--- config.mk ---
export PLATFORM = sky130hd
export DESIGN_NAME = aotm_top
export DESIGN_NICKNAME = d
export VERILOG_FILES = /design/src/aotm_pkg.sv /design/src/aotm_top.sv /design/src/aotm_window.sv /design/src/aotm_logger.sv
export VERILOG_INCLUDE_DIRS = /design/src
export SDC_FILE = /design/constraint.sdc
export NUM_CORES = 2
export LEC_CHECK = 0
export BUFFER_PORTS_ARGS = -buffer_cell sky130_fd_sc_hd__clkbuf_2
export CELL_PAD_IN_SITES_DETAIL_PLACEMENT = 0
export CELL_PAD_IN_SITES_GLOBAL_PLACEMENT = 2
export CORE_AREA = 2 2 534 536
export DETAILED_ROUTE_END_ITERATION = 10
export DIE_AREA = 0 0 536 538
export PLACE_DENSITY_LB_ADDON = 0.1
export SYNTH_ARGS = -nofsm -noshare
export SYNTH_HDL_FRONTEND = slang
export SYNTH_HIERARCHICAL = 1
export SYNTH_SLANG_ARGS = --single-unit
--- constraint.sdc ---
create_clock -name clk_sys_i -period 9.68 [get_ports clk_sys_i]
set_input_delay 0.968 -clock clk_sys_i [delete_from_list [all_inputs] [get_ports clk_sys_i]]
set_output_delay 0.968 -clock clk_sys_i [all_outputs]
set_load 0.01 [all_outputs]
--- src/aotm_map.svh ---
// register offsets, field positions, reset values and timing figures of the tamper monitor
`ifndef AOTM_MAP_SVH
`define AOTM_MAP_SVH

`define AOTM_ADDR_W       8
`define AOTM_OFF_CTRL     8'h00
`define AOTM_OFF_STATUS   8'h04
`define AOTM_OFF_IRQ_STAT 8'h08
`define AOTM_OFF_IRQ_MASK 8'h0c
`define AOTM_OFF_CLEAR    8'h10
`define AOTM_OFF_WCOUNT   8'h14
`define AOTM_OFF_LOGCNT   8'h18
`define AOTM_OFF_LAST_TS  8'h1c

`define AOTM_LIMIT_W      5
`define AOTM_LIMIT_RST    5'h10
`define AOTM_LIMIT_MAX    5'h10
`define AOTM_MASK_RST     4'h0
`define AOTM_CODE_W       16

`define AOTM_ST_EVENT     0
`define AOTM_ST_PLAY      1
`define AOTM_ST_MODOUT    2
`define AOTM_ST_DOOR      3

`define AOTM_IRQ_W        4
`define AOTM_IRQ_OPEN     0
`define AOTM_IRQ_CLOSE    1
`define AOTM_IRQ_REMOVAL  2
`define AOTM_IRQ_REFUSED  3

`define AOTM_CLK_HZ       32'd25000000
`define AOTM_TICK_SEC     32'd1
`define AOTM_TICK_CYCLES  (`AOTM_CLK_HZ * `AOTM_TICK_SEC)
`define AOTM_WIN_HOURS    32'd8
`define AOTM_SEC_PER_HOUR 32'd3600
`define AOTM_WIN_SEC      (`AOTM_WIN_HOURS * `AOTM_SEC_PER_HOUR)

`endif

--- src/aotm_pkg.sv ---
// types shared by the tamper monitor modules
package aotm_pkg;

  typedef enum logic [0:0] {
    AOTM_PL_IDLE = 1'b0,
    AOTM_PL_RUN  = 1'b1
  } aotm_play_t;

  typedef logic [31:0] aotm_time_t;

endpackage : aotm_pkg

--- src/aotm_top.sv ---
// tamper monitor: opening event, playback blocking, removal window, authorised clear
//
// How it works
// a detected service opening raises the dedicated opening event output.
// playback stops and stays forbidden while event or module removal persists.
// a start request while a door or panel is open is refused.
// every disassembly path that exposes signals raises the event and blocks playback.
// one latched event may cover several modules replaced in one session.
// each module removal is detected singly and blocks playback without an event.
// too many removals inside a sliding eight-hour window raise the event.
// limit is at most sixteen; event fires when removals reach limit minus one, or at the first removal for limit one.
// clearing the event keeps the removal history; later removals retrigger.
// the alarm clears only with the physical key or the valid code.
// each event logs an open record at start and a close record at end.
// the event stays latched until an authorised clear.
//
// The register offsets and strobed register access were chosen for this implementation.
`timescale 1ns/1ps
`include "aotm_map.svh"
module aotm_top
  import aotm_pkg::*;
#(
  parameter int          NDOOR       = 2,
  parameter int          NMOD        = 16,
  parameter int          DEPTH       = 16,
  parameter logic [31:0] TICK_CYCLES = `AOTM_TICK_CYCLES,
  parameter logic [31:0] WIN_SEC     = `AOTM_WIN_SEC,
  parameter logic [15:0] AUTH_CODE   = 16'h1234
)(
  input  wire logic                     clk_sys_i,         // system clock, 25 MHz
  input  wire logic                     rst_i,             // synchronous reset, active high
  input  wire logic [NDOOR-1:0]         door_open_i,       // security door or panel open
  input  wire logic [NMOD-1:0]          module_present_i,  // front module seated
  input  wire logic                     service_key_i,     // physical key turned
  input  wire logic                     play_req_i,        // request to start playback
  input  wire logic                     play_stop_i,       // request to stop playback
  input  wire logic [`AOTM_ADDR_W-1:0]  addr_i,            // register address
  input  wire logic [31:0]              wdata_i,           // register write data
  input  wire logic                     wr_i,              // write strobe
  input  wire logic                     rd_i,              // read strobe
  output logic [31:0]                   rdata_o,           // read data, cycle after rd_i
  output logic                          access_open_evt_o, // security access opening event
  output logic                          play_allow_o,      // playback permitted
  output logic                          play_active_o,     // playback running
  output logic                          enclosure_open_record_o,  // open record pulse
  output logic                          enclosure_close_record_o, // close record pulse
  output logic                          irq_o              // interrupt, level
);

  localparam int CW = $clog2(DEPTH + 1);

  function automatic logic [NMOD-1:0] lowest_bit(input logic [NMOD-1:0] v);
    lowest_bit = v & (~v + 1'b1);
  endfunction : lowest_bit

  function automatic logic [`AOTM_LIMIT_W-1:0] clamp_limit(input logic [31:0] v);
    if (v == 32'h0)
      clamp_limit = `AOTM_LIMIT_W'(1);
    else if (v > 32'(`AOTM_LIMIT_MAX))
      clamp_limit = `AOTM_LIMIT_MAX;
    else
      clamp_limit = v[`AOTM_LIMIT_W-1:0];
  endfunction : clamp_limit

  ////////////////////////////////////////////////////////////////////////////
  // time base: one tick a second, free-running seconds counter
  // ages are taken as differences, so a wrap of the seconds count is harmless

  logic [31:0] tick_cnt;
  logic [31:0] next_tick_cnt;
  aotm_time_t  now_sec;
  aotm_time_t  next_now_sec;

  always_comb
  begin
    if (tick_cnt >= TICK_CYCLES - 32'd1)
    begin
      next_tick_cnt = '0;
      next_now_sec  = now_sec + 32'd1;
    end
    else
    begin
      next_tick_cnt = tick_cnt + 32'd1;
      next_now_sec  = now_sec;
    end
  end

  always_ff @(posedge clk_sys_i)
  begin
    if (rst_i)
    begin
      tick_cnt <= '0;
      now_sec  <= '0;
    end
    else
    begin
      tick_cnt <= next_tick_cnt;
      now_sec  <= next_now_sec;
    end
  end

  ////////////////////////////////////////////////////////////////////////////
  // module removal detection and window counting

  logic [NMOD-1:0]  present_q;
  logic [NMOD-1:0]  pend;
  logic [NMOD-1:0]  next_pend;
  logic [NMOD-1:0]  removed;
  logic             push;
  logic             push_q;
  logic             mod_out;
  logic             door_any;
  logic [CW-1:0]    win_cnt;
  logic [`AOTM_LIMIT_W-1:0] removal_limit;
  logic             win_trig;

  always_comb
  begin
    removed   = present_q & ~module_present_i;
    // several removals in one cycle are queued and recorded one per cycle
    push      = |pend;
    next_pend = (pend & ~lowest_bit(pend)) | removed;
    mod_out   = ~&module_present_i;
    door_any  = |door_open_i;
    // fire once the window count reaches limit minus one; limit one fires at the first removal
    win_trig  = push_q &&
                (32'(win_cnt) + 32'd1 >= 32'(removal_limit));
  end

  always_ff @(posedge clk_sys_i)
  begin
    if (rst_i)
    begin
      present_q <= '1;
      pend      <= '0;
      push_q    <= 1'b0;
    end
    else
    begin
      present_q <= module_present_i;
      pend      <= next_pend;
      push_q    <= push;
    end
  end

  aotm_window #(
    .DEPTH   (DEPTH),
    .CW      (CW)
  ) u_window (
    .clk_sys_i (clk_sys_i),
    .rst_i     (rst_i),
    .push_i    (push),
    .now_i     (now_sec),
    .win_i     (WIN_SEC),
    .count_o   (win_cnt)
  );

  ////////////////////////////////////////////////////////////////////////////
  // opening event latch, authorised clear, playback control

  logic       auth_clr;
  logic       next_evt;
  aotm_play_t play_st;
  aotm_play_t next_play_st;
  logic       blocked;
  logic       refused;
  logic       next_allow;

  always_comb
  begin
    // a wrong code with the key off is ignored without any trace
    auth_clr = wr_i && (addr_i == `AOTM_OFF_CLEAR) &&
               (service_key_i || wdata_i[`AOTM_CODE_W-1:0] == AUTH_CODE);
    // set wins over clear; one latch covers a whole service session
    next_evt = (access_open_evt_o & ~auth_clr)
               | door_any
               | win_trig;
    blocked  = access_open_evt_o | mod_out | door_any;
    refused  = play_req_i & blocked;
    next_allow = ~blocked;
    case (play_st)
      AOTM_PL_IDLE:
        next_play_st = (play_req_i && !blocked) ? AOTM_PL_RUN : AOTM_PL_IDLE;
      AOTM_PL_RUN:
        next_play_st = (blocked || play_stop_i) ? AOTM_PL_IDLE : AOTM_PL_RUN;
      default:
        next_play_st = AOTM_PL_IDLE;
    endcase
  end

  always_ff @(posedge clk_sys_i)
  begin
    if (rst_i)
    begin
      access_open_evt_o <= 1'b0;
      play_st           <= AOTM_PL_IDLE;
      play_allow_o      <= 1'b0;
    end
    else
    begin
      access_open_evt_o <= next_evt;
      play_st           <= next_play_st;
      play_allow_o      <= next_allow;
    end
  end

  assign play_active_o = (play_st == AOTM_PL_RUN);

  ////////////////////////////////////////////////////////////////////////////
  // open and close records

  logic [15:0] open_cnt;
  logic [15:0] close_cnt;
  aotm_time_t  last_ts;

  aotm_logger u_logger (
    .clk_sys_i   (clk_sys_i),
    .rst_i       (rst_i),
    .event_i     (access_open_evt_o),
    .now_i       (now_sec),
    .open_o      (enclosure_open_record_o),
    .close_o     (enclosure_close_record_o),
    .open_cnt_o  (open_cnt),
    .close_cnt_o (close_cnt),
    .last_ts_o   (last_ts)
  );

  ////////////////////////////////////////////////////////////////////////////
  // register port and interrupt

  logic [`AOTM_IRQ_W-1:0] irq_stat;
  logic [`AOTM_IRQ_W-1:0] next_irq_stat;
  logic [`AOTM_IRQ_W-1:0] irq_mask;
  logic [`AOTM_IRQ_W-1:0] next_irq_mask;
  logic [`AOTM_IRQ_W-1:0] irq_set;
  logic [`AOTM_LIMIT_W-1:0] next_limit;
  logic [31:0]            next_rdata;
  logic                   next_irq;

  always_comb
  begin
    irq_set = '0;
    irq_set[`AOTM_IRQ_OPEN]    = enclosure_open_record_o;
    irq_set[`AOTM_IRQ_CLOSE]   = enclosure_close_record_o;
    irq_set[`AOTM_IRQ_REMOVAL] = push;
    irq_set[`AOTM_IRQ_REFUSED] = refused;
    next_irq_stat = irq_stat;
    next_irq_mask = irq_mask;
    next_limit    = removal_limit;
    if (wr_i)
    begin
      case (addr_i)
        `AOTM_OFF_CTRL:     next_limit    = clamp_limit(wdata_i);
        `AOTM_OFF_IRQ_STAT: next_irq_stat = irq_stat & ~wdata_i[`AOTM_IRQ_W-1:0];
        `AOTM_OFF_IRQ_MASK: next_irq_mask = wdata_i[`AOTM_IRQ_W-1:0];
        default:            next_limit    = removal_limit;
      endcase
    end
    next_irq_stat = next_irq_stat | irq_set;
    next_irq      = |(next_irq_stat & next_irq_mask);
    // read data is zero in any cycle not following a read strobe
    next_rdata    = '0;
    if (rd_i)
    begin
      case (addr_i)
        `AOTM_OFF_CTRL:     next_rdata = 32'(removal_limit);
        `AOTM_OFF_STATUS:
        begin
          next_rdata[`AOTM_ST_EVENT]  = access_open_evt_o;
          next_rdata[`AOTM_ST_PLAY]   = play_active_o;
          next_rdata[`AOTM_ST_MODOUT] = mod_out;
          next_rdata[`AOTM_ST_DOOR]   = door_any;
        end
        `AOTM_OFF_IRQ_STAT: next_rdata = 32'(irq_stat);
        `AOTM_OFF_IRQ_MASK: next_rdata = 32'(irq_mask);
        `AOTM_OFF_WCOUNT:   next_rdata = 32'(win_cnt);
        `AOTM_OFF_LOGCNT:   next_rdata = {close_cnt, open_cnt};
        `AOTM_OFF_LAST_TS:  next_rdata = last_ts;
        default:            next_rdata = '0;
      endcase
    end
  end

  always_ff @(posedge clk_sys_i)
  begin
    if (rst_i)
    begin
      irq_stat      <= '0;
      irq_mask      <= `AOTM_MASK_RST;
      removal_limit <= `AOTM_LIMIT_RST;
      rdata_o       <= '0;
      irq_o         <= 1'b0;
    end
    else
    begin
      irq_stat      <= next_irq_stat;
      irq_mask      <= next_irq_mask;
      removal_limit <= next_limit;
      rdata_o       <= next_rdata;
      irq_o         <= next_irq;
    end
  end

endmodule : aotm_top

--- src/aotm_window.sv ---
// sliding-window store of removal time stamps and count of those still inside the window
`timescale 1ns/1ps
module aotm_window
  import aotm_pkg::*;
#(
  parameter int DEPTH = 16,
  parameter int CW    = $clog2(DEPTH + 1)
)(
  input  wire logic          clk_sys_i, // system clock
  input  wire logic          rst_i,     // synchronous reset, active high
  input  wire logic          push_i,    // one removal to record
  input  wire aotm_time_t    now_i,     // current time in seconds
  input  wire aotm_time_t    win_i,     // window length in seconds
  output logic [CW-1:0]      count_o    // removals inside the window
);

  localparam int PW = $clog2(DEPTH);

  aotm_time_t      ts      [DEPTH];
  aotm_time_t      next_ts [DEPTH];
  logic [DEPTH-1:0] vld;
  logic [DEPTH-1:0] next_vld;
  logic [PW-1:0]    wp;
  logic [PW-1:0]    next_wp;
  logic [CW-1:0]    next_count;

  always_comb
  begin
    next_ts    = ts;
    next_vld   = vld;
    next_wp    = wp;
    next_count = '0;
    // entries that aged out leave the history; clearing an alarm never touches it
    for (int i = 0; i < DEPTH; i++)
    begin
      if (vld[i] && (now_i - ts[i] >= win_i))
      begin
        next_vld[i] = 1'b0;
      end
    end
    if (push_i)
    begin
      next_ts[wp]  = now_i;
      next_vld[wp] = 1'b1;
      next_wp      = PW'(wp + 1'b1);
    end
    for (int i = 0; i < DEPTH; i++)
    begin
      next_count = CW'(next_count + CW'(next_vld[i]));
    end
  end

  always_ff @(posedge clk_sys_i)
  begin
    if (rst_i)
    begin
      vld     <= '0;
      wp      <= '0;
      count_o <= '0;
      for (int i = 0; i < DEPTH; i++)
      begin
        ts[i] <= '0;
      end
    end
    else
    begin
      ts      <= next_ts;
      vld     <= next_vld;
      wp      <= next_wp;
      count_o <= next_count;
    end
  end

endmodule : aotm_window

--- src/aotm_logger.sv ---
// open and close record generator for the security access opening event
`timescale 1ns/1ps
module aotm_logger
  import aotm_pkg::*;
(
  input  wire logic       clk_sys_i, // system clock
  input  wire logic       rst_i,     // synchronous reset, active high
  input  wire logic       event_i,   // latched opening event
  input  wire aotm_time_t now_i,     // current time in seconds
  output logic            open_o,    // one-cycle open record
  output logic            close_o,   // one-cycle close record
  output logic [15:0]     open_cnt_o,  // open records so far
  output logic [15:0]     close_cnt_o, // close records so far
  output aotm_time_t      last_ts_o    // time of the latest record
);

  logic        evt_q;
  logic        next_open;
  logic        next_close;
  logic [15:0] next_open_cnt;
  logic [15:0] next_close_cnt;
  aotm_time_t  next_last_ts;

  always_comb
  begin
    next_open      = event_i & ~evt_q;
    next_close     = ~event_i & evt_q;
    next_open_cnt  = open_cnt_o + 16'(next_open);
    next_close_cnt = close_cnt_o + 16'(next_close);
    next_last_ts   = (next_open | next_close) ? now_i : last_ts_o;
  end

  always_ff @(posedge clk_sys_i)
  begin
    if (rst_i)
    begin
      evt_q       <= 1'b0;
      open_o      <= 1'b0;
      close_o     <= 1'b0;
      open_cnt_o  <= '0;
      close_cnt_o <= '0;
      last_ts_o   <= '0;
    end
    else
    begin
      evt_q       <= event_i;
      open_o      <= next_open;
      close_o     <= next_close;
      open_cnt_o  <= next_open_cnt;
      close_cnt_o <= next_close_cnt;
      last_ts_o   <= next_last_ts;
    end
  end

endmodule : aotm_logger

Word level (Yosys, flattened, before mapping)
Cells that the tools add are included.

Register bits: 750. Input port bits: 65. Output and inout bits: 38. Word-level logic and storage cells: 203.

$add $sub $neg: 38. $lt $le $gt $ge: 23. Eq/ne operators: 8. Mux-type cells: 33. Bitwise logic cells: 28. Reductions and logical operators: 35.

Operators by type and width (count): $bwmux W512 (1); $ge A32 B15 Y1 const B (16); $sub A32 B32 Y32 (16); $demux W32 S4 (1); $pmux W28 S4 (1); $add A5 B1 Y5 (14); $add A32 B1 Y32 const B (2); $and A16 B16 Y16 (3); $not A16 Y16 (3); $add A16 B1 Y16 (2); $eq A8 B5 Y1 const B (4); $ge A32 B25 Y1 const B (1); $gt A32 B5 Y1 const B (1); $logic_not A32 Y1 (1); $mux W32 (1); $or A16 B16 Y16 (2); $pmux W4 S7 (1); $logic_and A1 B1 Y1 (22); $mux W1 (19); $add A16 B1 Y16 const B (1); $eq A16 B13 Y1 const B (1); $eq A8 B4 Y1 const B (2); $mux W16 (1); $mux W4 (4); other kinds (27) (45).

Longest topological paths before layout
Word-level depth: 21. Gate-level depth with buffers: 38. Mapped depth without buffers: 36.

Cells and area by module
Netlist, hierarchy kept.

Modules (own cells, without submodules): aotm_window (times used 1, cells each 7531, area an instance 55822.3 um^2, seq. area each 10750.3 um^2); aotm_top (times used 1, cells each 707, area an instance 6180.9 um^2, seq. area each 2922.8 um^2); aotm_logger (times used 1, cells each 279, area an instance 2728.9 um^2, seq. area each 1341.3 um^2).

Least setup slack after synthesis
Ideal clock, no wire load.

Kind: register -> register. From: register now_sec[1]. To: register u_window.count_o[3]. Setup time: 0.128 ns. Data arrival time: 8.088 ns. Required time: 9.552 ns. Slack: 1.465 ns. Cell stages (with the launch flop): 27. Buffers on the path: 0. Clock period less this slack: 8.215 ns. Path through: dfxtp_1 ha_1 nor2b_1 o31a_1 o41ai_1 o21ai_0 o211ai_1 a311oi_1 o211ai_1 mux2_2 nor2_1 ha_1 nand4_1 or4_1 or4b_2 o2111ai_1 and3_1 fa_1 fa_1 fa_1 fa_1 inv_1 ha_1 a21o_1 a21oi_1 xor2_1 nor2_1.

Longest elaborated chain between the ends: 21. Elaborated cells on any way between the ends: 81. Those cells by class: add/sub (31); order compare (16); mux (17); bitwise (1); reduce/logical (16).

Ends and longest elaborated chain: start, declared (RTL line aotm_top.sv:71) `aotm_time_t now_sec;`; start signal, assigned (RTL line aotm_top.sv:98) `now_sec <= next_now_sec;`; $sub A32 B32 Y32 (RTL line aotm_window.sv:36) `if (vld[i] && (now_i - ts[i] >= win_i))`; $ge A32 B15 Y1 (RTL line aotm_window.sv:36); $logic_and A1 B1 Y1 (RTL line aotm_window.sv:36); $mux W1 (RTL line aotm_window.sv:36); $or A16 B16 Y16 (no source line); $mux W16 (*) (RTL line aotm_window.sv:41) `if (push_i)`; $add A1 B1 Y2 (RTL line aotm_window.sv:49) `next_count = CW'(next_count + CW'(next_vld[i]));`; $add A5 B1 Y5 (13 in series) (RTL line aotm_window.sv:49); $add A5 B1 Y5 (*) (RTL line aotm_window.sv:49); end signal, assigned (RTL line aotm_window.sv:70) `count_o <= next_count;`; end, declared (RTL line aotm_window.sv:14) `output logic [CW-1:0] count_o`.

Mark *: on every way between the ends. The rest lies on a longest branch, timed or not. A chain may end at the register's enable or synchronous reset.

Worst setup path in the final report
From: register now_sec[0]. To: register u_window.count_o[4].

Same word-level chain as after synthesis.

==> qor.log <==
[hold_path] start point of the worst hold path module_present_i[0]
[finish] Final Instance Area 74,400 um^2
[timing] fmax 0.113 GHz
[placement] HPWL after detailed placement 197 mm
[timing] transition time at the pin with the least slew margin 1.22 ns
[timing] final worst path period need 8.84 ns
[synthesis] Mapped Cells 8,517
[finish] Area Growth Syn to Fin 14.9%
[clocking] maximum count of clock buffers along a single path 4
[floorplanning] area of the core region 283,000 um^2
[floorplanning] Die Footprint 288,000 um^2
[timing] slew margin rel. 0.167
[placement] Routability Congestion 0.809
[clocking] setup bufs post-CTS 0
[synthesis] flops & latches, synth 750
[routing] average wire per cell in the routed design 22.2 um
[timing] Hold Worst Slack 0.293 ns
[routing] vias per inst 4.80
[clocking] count of cells resized by post-cts repair 0
[synthesis] Avg Cell Area, Syn 7.60 um^2
[synthesis] cell with the most instances after synthesis nand2_1
[timing] Hold Fails Final Rpt 0
[floorplanning] number of cell rows 196
[floorplanning] width of the die 536 um
[finish] nets@finish 9,766
[synthesis] Mapped Area 64,700 um^2
[routing] remaining design rule violation count 0
[global_route] number of global-route vias before repair 59,800
[finish] fraction of the core area covered by cells at the end of the flow 0.263
[pwr] Leakage 31.7 nW
[finish] ratio of cells with drive above 1 in the final layout 0.0681
[hold_path] worst min-delay path category in2reg
[setup_path] crit-path leading delay family adder cells
[timing] unrepaired setup endpoints after global routing no
[job] max-cap violations 0
[clocking] number of clock sinks seen by CTS 750
[global_route] wire length of the first global-routing pass 405 mm
[synthesis] Synth cell types 91
[synthesis] proportion of netlist area held by the largest area contributor 0.232
[global_route] largest net degree at the start of global routing 129
[setup_path] worst setup path category reg2reg
[clocking] clock slew at reported path FFs 0.06 ns
[pwr] power per standard cell area 132 nW/um^2
[floorplanning] I/O pin total 103
[setup_path] CP Capture Type flop
[setup_path] endpoint of the lowest-slack register-to-register path u_window/count_o[4]$_SDFF_PP0_
[synthesis] synthesis warning total 6
[setup_path] crit-path most repeated cell fa_1
[clocking] H-tree levels 3
[timing] number of setup violations in the final report 0
[global_route] Remaining Overflow, GRT 0
[synthesis] share of flip-flops with an asynchronous set or reset after synthesis 0
[synthesis] cell types occupying the most area after synthesis dfxtp_1, ha_1, a21oi_1
[global_route] initial antenna violation count 15
[synthesis] number of synthesized flops with an enable pin 0
[setup_path] WP buf/inv 5
[routing] total number of vias 60,100
[clocking] CTS tree built
[timing] sum of negative setup slack 0 ns
[routing] Detailed Routing Iterations Pass 1 5
[routing] post-route antenna net violation count 0
[setup_path] crit-path max cell delay 0.66 ns
[clocking] clock buffers created by TritonCTS 117
[setup_path] cell type of the slowest stage on the worst timing path or4b_2
[clocking] hold buffer count at cts 0
[synthesis] top flip-flop cell by instance count after synthesis dfxtp_1
[clocking] clock insertion delay at the later pin of the skew report 0.89 ns
[setup_path] arrival time worst endpoint 9.64 ns
[synthesis] part of the Yosys area used for sequential elements 0.232
[clocking] clock root cell clkbuf_16
[placement] number of port buffers 102
[synthesis] dominant cell type by area after synthesis dfxtp_1
[synthesis] ranking of synthesized cells by instance count nand2_1, a21oi_1, ha_1
[hold_path] worst hold endpoint present_q[0]$_SDFF_PP1_
[setup_path] required time worst endpoint 10.48 ns
[timing] Max Slew Vio Count 0
[setup_path] critical path peak fanout 7
[routing] routed wire length 278 mm
[setup_path] critical path startpoint category flop
[placement] DP Area 70,500 um^2
[outcome] result of the run completed
[global_route] Total Routing Usage GR 0.189
[routing] number of design-rule violations left by the first detailed-router iteration 2,886
[setup_path] register-to-register path setup slack 0.84 ns
[setup_path] Reg-to-Reg Start now_sec[0]$_SDFFE_PP0P_
[floorplanning] initial core utilization 0.229
[timing] Layout Skew 0.0832 ns
[setup_path] worst r2r path cells 30
[floorplanning] die extent in y 538 um
[pwr] maximum ir drop on the vdd rail 0.149 mV
[hold_path] worst hold stages 2
[timing] portion of the clock cycle consumed by the worst path in the final layout 0.913
-- state kept, by name, indices dropped and copies added (netlist names), 32 cells and up --
register and count:
now_sec 32, rdata_o 32, tick_cnt 32, u_logger/last_ts_o 32
u_window/ts 512
-- final cells by class --
class,count,area (um^2)
clock inverters,51,613
multi-input cells,6794,46100
fillers,31100,209000
repair buffers,281,1990
inverters,698,2620
flip-flops and latches,750,15100
clock buffers,161,3310
diodes,4,10.0
well taps,3762,4710
-- cells by family after synthesis --
| kind of cell | after synthesis | share of synthesized area |
|---|---|---|
| AND/OR/NAND/NOR | 2773 | 0.197 |
| AO/OA/AOI/OAI | 2353 | 0.226 |
| adder cells (fa/ha/maj) | 1059 | 0.208 |
| buffers and inverters | 1025 | 0.0598 |
| flip-flops | 750 | 0.232 |
| XOR/XNOR | 491 | 0.0664 |
| multiplexers | 64 | 0.0102 |
| other | 2 | 0.000116 |
-- worst max-delay path by stage --
stage / from / end / cells past startpoint
floorplan: now_sec[1]$_SDFFE_PP0P_ / u_window/count_o[3]$_SDFF_PP0_ / 26
global placement: now_sec[0]$_SDFFE_PP0P_ / u_window/count_o[3]$_SDFF_PP0_ / 29
detailed placement: now_sec[0]$_SDFFE_PP0P_ / u_window/count_o[3]$_SDFF_PP0_ / 29
CTS: now_sec[0]$_SDFFE_PP0P_ / u_window/count_o[3]$_SDFF_PP0_ / 33
global route: now_sec[0]$_SDFFE_PP0P_ / u_window/count_o[3]$_SDFF_PP0_ / 33
finish: now_sec[0]$_SDFFE_PP0P_ / u_window/count_o[4]$_SDFF_PP0_ / 30
-- metal layers --
| layer | up-vias | part of all wire | track usage | wire length (um) |
|---|---|---|---|---|
| li1 | 30100 | - | - | - |
| met1 | 28800 | 0.48 | 0.252 | 133000 |
| met2 | 926 | 0.47 | 0.326 | 130000 |
| met3 | 226 | 0.029 | 0.0194 | 8180 |
| met4 | 0 | 0.023 | 0.0420 | 6310 |
| met5 | - | 0 | 0 | 0 |
-- report_power, final --
group          switching [mW]  total, mW  leakage (nW)  internal [mW]
logic                    1.28       2.16          23.7          0.872
registers              0.0427       3.16          6.07           3.12
clock network            1.80       4.47          1.92           2.67
total                    3.12       9.79          31.7           6.66
-- cell usage in the layout, fill, tap and decap left out, types with 26 or more instances in the layout --
| cell | Yosys | final |
|---|---|---|
| and3_1 | 78 | 78 |
| a211oi_1 | 65 | 65 |
| inv_1 | 698 | 698 |
| nor3_1 | 130 | 130 |
| dfxtp_1 | 750 | 718 |
| ha_1 | 1033 | 1032 |
| nand2b_1 | 100 | 100 |
| mux2i_1 | 48 | 48 |
| o31ai_1 | 39 | 39 |
| buf_4 | 0 | 169 |
| and2_1 | 34 | 34 |
| conb_1 | 2 | 54 |
| fa_1 | 26 | 26 |
| or2_2 | 28 | 28 |
| nor4_1 | 42 | 42 |
| a31oi_1 | 53 | 53 |
| a22oi_1 | 39 | 39 |
| dfxtp_2 | 0 | 28 |
| o21a_1 | 84 | 84 |
| nand3_1 | 144 | 144 |
| a21o_1 | 346 | 346 |
| xor2_1 | 146 | 146 |
| xnor2_1 | 345 | 345 |
| or3_1 | 39 | 39 |
| clkbuf_16 | 0 | 118 |
| nand4_1 | 138 | 138 |
| o211ai_1 | 37 | 37 |
| nor2b_1 | 150 | 150 |
| clkbuf_2 | 5 | 101 |
| o21bai_1 | 67 | 67 |
| nand2_1 | 1324 | 1323 |
| a21oi_1 | 1053 | 1053 |
| nor2_1 | 460 | 459 |
| o21ai_0 | 284 | 284 |
-- metrics by stage --
step	setup slack, ns	cells	power (mW)
6_report	0.844	12500	9.79
5_1_grt	0.282	12500	10.4
4_1_cts	0.816	12500	9.92
3_5_place_dp	0.852	12300	5.29
3_3_place_gp	0.807	12300	5.29
2_1_floorplan	1.46	8569	4.71
-- worst reg2reg max path, delay by kind of cell (launching register included) --
family	cells	cell delay, ns
XOR/XNOR	1	0.17
flip-flops	1	0.31
AND/OR/NAND/NOR	7	1.99
AO/OA/AOI/OAI	8	2.16
adder cells (fa/ha/maj)	9	3.46
buffers and inverters	5	0.69
(Power assumes the default switching activity.)
